File: src/rtl/lpt_pkg.sv
// Shared constants for the logic pattern trigger.
package lpt_pkg;

    // -------------------------------------------------------------------
    // Channel organisation
    // -------------------------------------------------------------------
    localparam int LPT_NUM_CH = 16;
    localparam int LPT_GRP_SIZE = 4;
    localparam int LPT_DUR_W = 28;
    localparam int LPT_THR_W = 12;

    // -------------------------------------------------------------------
    // Channel roles, two bits per channel
    // -------------------------------------------------------------------
    localparam logic [1:0] LPT_ROLE_DONT_CARE = 2'h0;
    localparam logic [1:0] LPT_ROLE_HIGH = 2'h1;
    localparam logic [1:0] LPT_ROLE_LOW = 2'h2;
    localparam logic [1:0] LPT_ROLE_CLOCK = 2'h3;

    // -------------------------------------------------------------------
    // Clock transition selection (code 3 behaves as either edge)
    // -------------------------------------------------------------------
    localparam logic [1:0] LPT_EDGE_RISING = 2'h0;
    localparam logic [1:0] LPT_EDGE_FALLING = 2'h1;
    localparam logic [1:0] LPT_EDGE_EITHER = 2'h2;

    // -------------------------------------------------------------------
    // Timing conditions when no clock channel exists
    // -------------------------------------------------------------------
    localparam logic [2:0] LPT_WHEN_GOES_TRUE = 3'h0;
    localparam logic [2:0] LPT_WHEN_GOES_FALSE = 3'h1;
    localparam logic [2:0] LPT_PATTERN_LONGER_CONDITION = 3'h2;
    localparam logic [2:0] LPT_PATTERN_SHORTER_CONDITION = 3'h3;
    localparam logic [2:0] LPT_PATTERN_EQUAL_CONDITION = 3'h4;
    localparam logic [2:0] LPT_PATTERN_UNEQUAL_CONDITION = 3'h5;

    // -------------------------------------------------------------------
    // Duration limits and tolerance
    // -------------------------------------------------------------------
    localparam longint LPT_CLK_PERIOD_NS = 40;
    localparam longint LPT_DUR_MIN_NS = 10;
    localparam longint LPT_DUR_MAX_NS = 64'd9990000000;
    localparam longint LPT_DUR_MIN_RAW = (LPT_DUR_MIN_NS + LPT_CLK_PERIOD_NS - 1) / LPT_CLK_PERIOD_NS;
    localparam longint LPT_DUR_MIN_CYC = (LPT_DUR_MIN_RAW < 1) ? 1 : LPT_DUR_MIN_RAW;
    localparam longint LPT_DUR_MAX_CYC = LPT_DUR_MAX_NS / LPT_CLK_PERIOD_NS;
    localparam logic [7:0] LPT_TOL_PCT = 8'h05;
    localparam logic [7:0] LPT_PCT_FULL = 8'h64;

    // -------------------------------------------------------------------
    // Threshold setting: bit 11 selects user level, low bits a preset
    // -------------------------------------------------------------------
    localparam int LPT_THR_USER_BIT = 11;
    localparam logic [2:0] LPT_THR_PRESET_TTL = 3'h0;
    localparam logic [LPT_THR_W-1:0] LPT_THR_RESET = {9'h000, LPT_THR_PRESET_TTL};

endpackage

File: src/rtl/lpt_trigger.sv
// Logic pattern trigger over the digital input channels.
`timescale 1ns/100ps
// Overview of operation
// - Each channel is given one role: must be high, must be low, don't care, or clock.
// - With a clock channel present, the pattern is judged only at that clock's transitions.
// - Without a clock channel, the trigger comes from a timing condition on the pattern-true signal.
// - Goes-true fires on the rising edge of pattern-true.
// - Goes-false fires on the falling edge of pattern-true.
// - Longer-than fires at the falling edge if the true time exceeded the duration (10.0ns to 9.99s).
// - Shorter-than fires at the falling edge if the true time was below the duration.
// - Equal fires at the falling edge if the true time was within five percent of the duration.
// - Not-equal fires at the falling edge if the true time was outside five percent of the duration.
// - Input thresholds are held per group of four channels, each a preset or user level.
// - One threshold per group is shared with logic analysis; a trigger-side write overrides it.
module lpt_trigger
    import lpt_pkg::*;
#(
    parameter int NCH = LPT_NUM_CH,
    parameter int DUR_W = LPT_DUR_W,
    parameter logic [DUR_W-1:0] DUR_MAX_CYC = DUR_W'(LPT_DUR_MAX_CYC)
) (
    // Clock and reset
    input wire logic clk_i,
    input wire logic rst_i,
    // Channel pins, asynchronous to clk_i
    input wire logic [NCH-1:0] ch_i,
    // Pattern configuration
    input wire logic [2*NCH-1:0] role_i,
    input wire logic [1:0] clk_edge_i,
    input wire logic [2:0] when_i,
    input wire logic [DUR_W-1:0] dur_cyc_i,
    // Threshold writes from the trigger side and the analysis side
    input wire logic thr_trig_we_i,
    input wire logic [$clog2(NCH/LPT_GRP_SIZE)-1:0] thr_trig_grp_i,
    input wire logic thr_an_we_i,
    input wire logic [$clog2(NCH/LPT_GRP_SIZE)-1:0] thr_an_grp_i,
    input wire logic [LPT_THR_W-1:0] thr_val_i,
    // Results
    output logic trig_o,
    output logic pattern_true_o,
    output logic clocked_mode_o,
    output logic [DUR_W-1:0] true_len_o,
    output logic [(NCH/LPT_GRP_SIZE)*LPT_THR_W-1:0] thr_o
);

    // -------------------------------------------------------------------
    // Types and local constants
    // -------------------------------------------------------------------
    localparam int NGRP = NCH / LPT_GRP_SIZE;
    localparam int IDX_W = $clog2(NCH);
    localparam int PROD_W = DUR_W + 8;

    typedef struct packed {
        logic [NCH-1:0] s1;
        logic [NCH-1:0] s2;
        logic [NCH-1:0] s3;
        logic [NCH-1:0] filt;
        logic clkv;
        logic pt;
        logic [DUR_W-1:0] cnt;
        logic trig;
        logic clocked;
        logic [NGRP-1:0][LPT_THR_W-1:0] thr;
    } lpt_state_t;

    localparam lpt_state_t ST_RESET = '{thr: {NGRP{LPT_THR_RESET}}, default: '0};

    // -------------------------------------------------------------------
    // Functions
    // -------------------------------------------------------------------
    // Lowest-numbered clock channel wins if several are marked.
    function automatic logic [IDX_W:0] clk_find(input logic [2*NCH-1:0] roles);
        logic [IDX_W:0] r;
        r = '0;
        for (int i = NCH - 1; i >= 0; i--) begin
            if (roles[2*i +: 2] == LPT_ROLE_CLOCK) begin
                r = {1'b1, IDX_W'(i)};
            end
        end
        return r;
    endfunction

    // Don't-care and clock channels never spoil the match.
    function automatic logic pattern_match(input logic [NCH-1:0] lv, input logic [2*NCH-1:0] roles);
        logic ok;
        ok = 1'b1;
        for (int i = 0; i < NCH; i++) begin
            if (roles[2*i +: 2] == LPT_ROLE_HIGH && !lv[i]) begin
                ok = 1'b0;
            end else if (roles[2*i +: 2] == LPT_ROLE_LOW && lv[i]) begin
                ok = 1'b0;
            end
        end
        return ok;
    endfunction

    // True when len lies within the tolerance band around dur.
    function automatic logic within_tol(input logic [DUR_W-1:0] len, input logic [DUR_W-1:0] dur);
        logic [PROD_W-1:0] l100;
        logic [PROD_W-1:0] lo;
        logic [PROD_W-1:0] hi;
        l100 = PROD_W'(len) * PROD_W'(LPT_PCT_FULL);
        lo = PROD_W'(dur) * PROD_W'(LPT_PCT_FULL - LPT_TOL_PCT);
        hi = PROD_W'(dur) * PROD_W'(LPT_PCT_FULL + LPT_TOL_PCT);
        return (l100 >= lo) && (l100 <= hi);
    endfunction

    // -------------------------------------------------------------------
    // State and derived signals
    // -------------------------------------------------------------------
    lpt_state_t st_reg;
    lpt_state_t st_next;
    logic [IDX_W:0] clk_sel;
    logic clk_found;
    logic cur_clk;
    logic clk_rise;
    logic clk_fall;
    logic sel_edge;
    logic pat_now;
    logic pt_rise;
    logic pt_fall;
    logic [DUR_W-1:0] dur_eff;
    logic [NCH-1:0] agree;

    // Role decode and clock channel lookup.
    assign clk_sel = clk_find(role_i);
    assign clk_found = clk_sel[IDX_W];
    assign cur_clk = st_reg.filt[clk_sel[IDX_W-1:0]];
    assign clk_rise = cur_clk & ~st_reg.clkv;
    assign clk_fall = ~cur_clk & st_reg.clkv;

    // Edge selection; the unused code 3 falls back to either edge.
    always_comb begin
        if (!clk_found) begin
            sel_edge = 1'b0;
        end else if (clk_edge_i == LPT_EDGE_RISING) begin
            sel_edge = clk_rise;
        end else if (clk_edge_i == LPT_EDGE_FALLING) begin
            sel_edge = clk_fall;
        end else begin
            sel_edge = clk_rise | clk_fall;
        end
    end

    // Pattern evaluation on the filtered levels.
    assign pat_now = pattern_match(st_reg.filt, role_i);
    assign pt_rise = pat_now & ~st_reg.pt;
    assign pt_fall = ~pat_now & st_reg.pt;

    // Out-of-range durations are clamped so the comparison always has a legal target.
    assign dur_eff = (dur_cyc_i < DUR_W'(LPT_DUR_MIN_CYC)) ? DUR_W'(LPT_DUR_MIN_CYC) :
                     (dur_cyc_i > DUR_MAX_CYC) ? DUR_MAX_CYC : dur_cyc_i;
    assign agree = ~(st_reg.s2 ^ st_reg.s3);

    // -------------------------------------------------------------------
    // Next-state logic
    // -------------------------------------------------------------------
    always_comb begin
        st_next = st_reg;
        // Three-stage pin synchroniser; a level counts once stages two and three agree.
        st_next.s1 = ch_i;
        st_next.s2 = st_reg.s1;
        st_next.s3 = st_reg.s2;
        st_next.filt = (st_reg.s3 & agree) | (st_reg.filt & ~agree);
        st_next.clkv = cur_clk;
        st_next.pt = pat_now;
        st_next.clocked = clk_found;
        // The counter saturates so a very long true interval still reads as long.
        if (pt_rise) begin
            st_next.cnt = DUR_W'(1);
        end else if (pat_now && st_reg.cnt != {DUR_W{1'b1}}) begin
            st_next.cnt = st_reg.cnt + DUR_W'(1);
        end
        // Trigger decision.
        if (clk_found) begin
            st_next.trig = sel_edge & pat_now;
        end else begin
            case (when_i)
                LPT_WHEN_GOES_TRUE: begin
                    st_next.trig = pt_rise;
                end
                LPT_WHEN_GOES_FALSE: begin
                    st_next.trig = pt_fall;
                end
                LPT_PATTERN_LONGER_CONDITION: begin
                    st_next.trig = pt_fall && (st_reg.cnt > dur_eff);
                end
                LPT_PATTERN_SHORTER_CONDITION: begin
                    st_next.trig = pt_fall && (st_reg.cnt < dur_eff);
                end
                LPT_PATTERN_EQUAL_CONDITION: begin
                    st_next.trig = pt_fall && within_tol(st_reg.cnt, dur_eff);
                end
                LPT_PATTERN_UNEQUAL_CONDITION: begin
                    st_next.trig = pt_fall && !within_tol(st_reg.cnt, dur_eff);
                end
                default: begin
                    st_next.trig = 1'b0;
                end
            endcase
        end
        // One shared threshold per group; the trigger write is applied last so it wins.
        if (thr_an_we_i) begin
            st_next.thr[thr_an_grp_i] = thr_val_i;
        end
        if (thr_trig_we_i) begin
            st_next.thr[thr_trig_grp_i] = thr_val_i;
        end
    end

    // -------------------------------------------------------------------
    // State register
    // -------------------------------------------------------------------
    always_ff @(posedge clk_i or posedge rst_i) begin
        if (rst_i) begin
            st_reg <= ST_RESET;
        end else begin
            st_reg <= st_next;
        end
    end

    // Outputs come straight from the state register.
    assign trig_o = st_reg.trig;
    assign pattern_true_o = st_reg.pt;
    assign clocked_mode_o = st_reg.clocked;
    assign true_len_o = st_reg.cnt;
    assign thr_o = st_reg.thr;
endmodule

File: config.mk
export PLATFORM = sky130hd
export DESIGN_NAME = lpt_trigger
export DESIGN_NICKNAME = d
export VERILOG_FILES = /design/src/rtl/lpt_pkg.sv /design/src/rtl/lpt_trigger.sv
export SDC_FILE = /design/constraint.sdc
export NUM_CORES = 1
export LEC_CHECK = 0
export ABC_AREA = 1
export BUFFER_PORTS_ARGS = -buffer_cell sky130_fd_sc_hd__clkbuf_2
export CORE_MARGIN = 3
export CORE_UTILIZATION = 57
export DETAILED_ROUTE_END_ITERATION = 10
export HOLD_SLACK_MARGIN = 0.05
export PLACE_DENSITY = 0.8
export SYNTH_ARGS = -nofsm -noshare
export SYNTH_HDL_FRONTEND = slang
export SYNTH_SLANG_ARGS = --single-unit
File: constraint.sdc
create_clock -name clk_i -period 5.5 [get_ports clk_i]
set_input_delay 1.1 -clock clk_i [delete_from_list [all_inputs] [get_ports clk_i]]
set_output_delay 1.1 -clock clk_i [all_outputs]
set_load 0.02 [all_outputs]
; ---- Yosys cells after proc, flatten, opt, wreduce, memory -nomap -nowiden
; Index checks and enable logic that the tools add are counted.
; Widths: inputs -> output; s select.
[op_classes]
bitwise_logic = 16
eq_ne = 55
addsub = 1
mux = 67
multipliers = 3
reduce_logical = 60
n_lt_le_gt_ge = 11
[ops]
columns = cell, count
row1 = $mux 28, 4
row2 = $bwmux 48, 2
row3 = $mux 48, 2
row4 = $mux 5, 16
row5 = $mul 28x7->35 const B, 2
row6 = $eq 2x2->1 const B, 32
row7 = $demux 12 s2, 2
row8 = $logic_and 1x1->1, 40
row9 = $mux 1, 37
row10 = $ge 35x35->1, 1
row11 = $le 35x35->1, 1
row12 = $eq 2x1->1 const B, 17
row13 = $mul 28x5->33 const B, 1
row14 = $and 16x16->16, 2
row15 = $not 16->16, 2
row16 = $add 28x1->28 const B, 1
row17 = $gt 28x28->1, 1
row18 = $gt 28x28->1 const B, 1
row19 = $lt 28x1->1 const B, 1
row20 = $lt 28x28->1, 1
row21 = $ne 28x28->1 const B, 1
row22 = $mux 12, 2
row23 = $logic_not 1->1, 17
row24 = $or 16x16->16, 1
row25 = 15 further kinds, 26
[word_totals]
input_bits = 101
elab_cells = 226
out_inout_bits = 79
register_bits = 144

; ---- Logic depth before layout (Yosys ltp)
[logic_depth]
word_depth = 39
depth_mapped = 52
ltp_nobuf = 52

; ---- Worst setup path after synthesis
; Ideal clock, no wire load.
[synth_timing]
path_type = input to register
start = in dur_cyc_i[19]
end = reg st_reg (netlist bit trig_o)
arrival_time_ns = 7.794
t_required_ns = 5.383
n_path_buf = 1
path_slack_ns = -2.411
cell_stages = 48
setup_ns = 0.117
path_cell_list = nor2_1 > o21ai_0 > inv_1 > nand2_1 > nand2_1 > nand3_1 > nand2_1 > inv_1 > buf_1 > nor2_1 > fa_1 > fa_1 > fa_1 > inv_1 > fa_1 > inv_1 > ha_1 > a21oi_1 > [12 not listed] > nor2_1 > nand2_1 > inv_1 > nand4_1 > inv_1 > nand2_1 > a21oi_1 > nor2_1 > nand3_1 > nand2_1 > nand2_1 > nand3_1 > nand2_1 > nand2_1 > nand2_1 > nand2_1 > nand2_1 > nand2_1
[synth_lines]
columns = element, line_no
row1 = "start, declared", lpt_trigger.sv:31  ; input wire logic [DUR_W-1:0] dur_cyc_i,
row2 = "end signal, assigned", lpt_trigger.sv:218  ; st_reg <= st_next;
row3 = "end, declared", lpt_trigger.sv:111  ; lpt_state_t st_reg;

==> run_results.csv <==
group,metric,value,unit
run_status,status,"finished with violations",
run_status,violations,"setup timing",
die,num_rows,67,
route,top_layer_used,"met4",
yosys,syn_area_per_cell,8.51,sq um
power_and_ir_drop,switchingPower,0.00834,W
route,wl_met3,3160,um
placed_design,dp.cells,3244,
placed_design,gp_congestion,0.949,
worst_setup_path,regToRegEndpoint,"trig_o",
route,wl_per_cell,17.2,um
worst_setup_path,crit_required,5810,ps
clocking,clkSinkCount,144,
route,drt-met1-wl,23500,um
timing,rsz0062_at_grt,"yes",
yosys,ys_top_cells_by_area,"ha_1, dfrtp_1, fa_1, inv_1, nand2_1",
timing,relSlewSlack,41.0,%
yosys,synth_cells,2348,
timing,final_max_slew_viol_count,0,
route,drtIter0Drc,1269,
yosys,synth_ff_type,"dfrtp_1",
final_layout,final_cells,3310,
placed_design,dp_hpwl,47700,um
yosys,async_flop_share,100,%
worst_setup_path,startpoint_type,"primary input",
die,die_width,193,um
worst_setup_path,critPathSlowestCell,"fa_1",
yosys,netlist_area,0.0200,sq mm
hold_path,holdPathStages,0,
final_layout,num-fill-cells,2539,
timing,setup_tns,-2050,ps
clocking,cts-root-buf,"clkbuf_16",
power_and_ir_drop,ir_drop,647,uV
power_and_ir_drop,seq_power_share,7.8,%
die,dieArea,0.0373,sq mm
timing,skew,11.8,ps
die,start_util,58.7,%
grt,gr-total-overflow,0,
power_and_ir_drop,comb_power_share,85.4,%
yosys,ys_ff_latch,144,
grt,grt_pass1_vias,18842,
yosys,ys_types,54,
timing,timing.final.ws_setup,-2050,ps
yosys,synth_top_area_cell,"ha_1",
yosys,synth-edff-count,0,
route,met2_length,27900,um
grt,grt_pass1_wl,91200,um
timing,fin_crit,7550,ps
route,post_drt_via_cell_ratio,5.42,
route,vias,17930,
clocking,cts_max_level,4,
clocking,clk_latency,420,ps
die,core-area,0.0340,sq mm
power_and_ir_drop,internal-power,0.00853,W
grt,track_usage,30.8,%
yosys,ys_seq_area_share,18.0,%
timing,hold_viol,0,
final_layout,drive_above_1_share,28.0,%
yosys,synth_common_cells,"inv_1, ha_1, nand2_1, fa_1, a21oi_1",
route,final_antenna_net_count,0,
worst_setup_path,max_stage_delay,580,ps
grt,antenna_found_initial,1,
clocking,cts_tree,"built",
worst_setup_path,critPathCaptureType,"register",
hold_path,holdPathEnd,"st_next[104]",
placed_design,place_ws,-2530,ps
timing,holdWs,350,ps
worst_setup_path,worstSetupPathType,"primary input to register",
yosys,ys_warn_count,0,
worst_setup_path,cp_max_fo,5,
route,drc_errors,0,
placed_design,io_buffers,179,
die,ioPinCount,180,
yosys,yosys.area.top_type_share,22.4,%
timing,setup_violations,1,
timing,final.period_utilization,137,%
final_layout,nets,3479,
route,firstDrtPassIters,5,
die,die_h,193,um
hold_path,hold_start,"st_next[120]",
yosys,synth_fp_nets,2978,
worst_setup_path,cp_common_cell,"nand2_1",
hold_path,holdCritPathClass,"register to register",
final_layout,area_growth,25.7,%
clocking,cts_buffers,17,
timing,fmax,132,MHz
power_and_ir_drop,p_leak,13.3,nW
power_and_ir_drop,powerDensity,671,mW/mm^2
route,drt-total-wl,56900,um
clocking,cts_buffer_depth,2,
clocking,clkSlewWorstSetupHoldPaths,60,ps
power_and_ir_drop,switching_share,49.4,%
grt,grt_max_degree,101,
yosys,yosysMostFrequentCell,"inv_1",
worst_setup_path,reg2reg_slack,-180,ps
worst_setup_path,r2r_start,"true_len_o[5]",
worst_setup_path,rr_worst_depth,35,
final_layout,final-seq-area,0.00360,sq mm
final_layout,multiInputGateArea,0.0146,sq mm
power_and_ir_drop,p_clk_share,6.8,%
run,cap_violations,0,
timing,tightest_slew,885,ps
worst_setup_path,arrival,7870,ps
-- stage by stage --
stage,cell area [sq um],util [%],total power [W]
after global routing,25100,73.8,0.0186
after CTS,24900,73.1,0.0163
final,25100,73.8,0.0169
after global placement,23900,70.1,0.0143
after detailed placement,23900,70.1,0.0148
after floorplan,20300,-,0.00979
-- power groups by stage --
stage	combinational (W)	sequential, W	clock [W]
after floorplan	0.00849	0.00130	0
after global placement	0.0129	0.00132	0
after detailed placement	0.0134	0.00133	0
after CTS	0.0138	0.00131	0.00115
after global routing	0.0160	0.00133	0.00120
final	0.0144	0.00131	0.00114
-- cells by family after synthesis --
family,count (synthesis),share of synthesized area (%)
AOI/OAI and AO/OA,345,9.53
and+or+nand+nor,608,13.2
adders and majority gates,545,40.4
buffers and inverters,563,12.0
DFF,144,18.0
xor gates and xnor gates,95,4.17
muxes,48,2.71
-- cells in the final DEF (no fill, tap or decap), types with 5 or more instances in the layout --
master	synthesis	layout
nor3_1	25	21
nor2_1	157	123
nand3_1	69	61
nor2_2	1	13
clkbuf_16	0	17
buf_4	76	383
inv_4	0	7
a31oi_1	10	7
ha_4	0	17
a211oi_1	7	5
o21ai_2	1	5
nand2_2	1	5
nand3_2	1	9
nand4_1	31	31
maj3_1	16	16
o21ai_0	84	80
o21bai_1	7	6
o21ai_1	23	23
ha_1	358	340
nand2_1	292	287
fa_1	171	170
inv_1	464	443
nor4_1	15	13
xor2_1	51	51
nor2_4	1	23
xnor2_1	44	44
clkbuf_2	0	179
a21oi_2	3	14
o211ai_1	12	12
mux2_2	48	48
inv_2	9	21
o21a_1	8	8
a21oi_1	170	157
dfrtp_1	144	144
-- worst max path at each step --
stage	endpoint	start	cells past startpoint	slack [ps]
floorplan	trig_o	dur_cyc_i[11]	48	-1660
finish	trig_o	dur_cyc_i[5]	39	-2050
CTS	trig_o	dur_cyc_i[6]	48	-1850
global route	trig_o	dur_cyc_i[21]	42	-2460
detailed placement	trig_o	dur_cyc_i[24]	47	-2530
global placement	trig_o	dur_cyc_i[25]	48	-2320
-- critical path: cells and delay by family --
| kind | cells | cell delay (ps) |
|---|---|---|
| XOR/XNOR | 1 | 110 |
| adder cells (fa/ha/maj) | 6 | 2680 |
| buffers and inverters | 7 | 950 |
| AND/OR/NAND/NOR | 20 | 2070 |
| AO/OA/AOI/OAI | 5 | 950 |
-- what timing repair did --
action                                 CTS  global route
hold buffers                             0             0
pin swaps                               47            35
setup endpoints to repair                1             1
resized for setup                       44            39
cloned                                   2             0
buffers inserted                        26             7
endpoints found under the hold margin    0             0
-- layout make-up --
type / count / area share [%]
Inverter: 475 / 7.23
Antenna cell: 1 / 0.00996
Clock inverter: 12 / 0.533
Sequential cell: 144 / 14.3
Timing Repair Buffer: 569 / 15.6
Multi-Input combinational cell: 1641 / 58.3
Clock buffer: 19 / 1.76
Tap cell: 448 / 2.23
Timing Repair inverter: 1 / 0.0249
-- routing by layer --
| layer | track usage (%) | up-vias |
|---|---|---|
| li1 | - | 8597 |
| met1 | 38.5 | 8614 |
| met2 | 53.6 | 552 |
| met3 | 5.06 | 167 |
| met4 | 11.4 | 0 |
| met5 | 0 | - |
(Power assumes the default switching activity.)
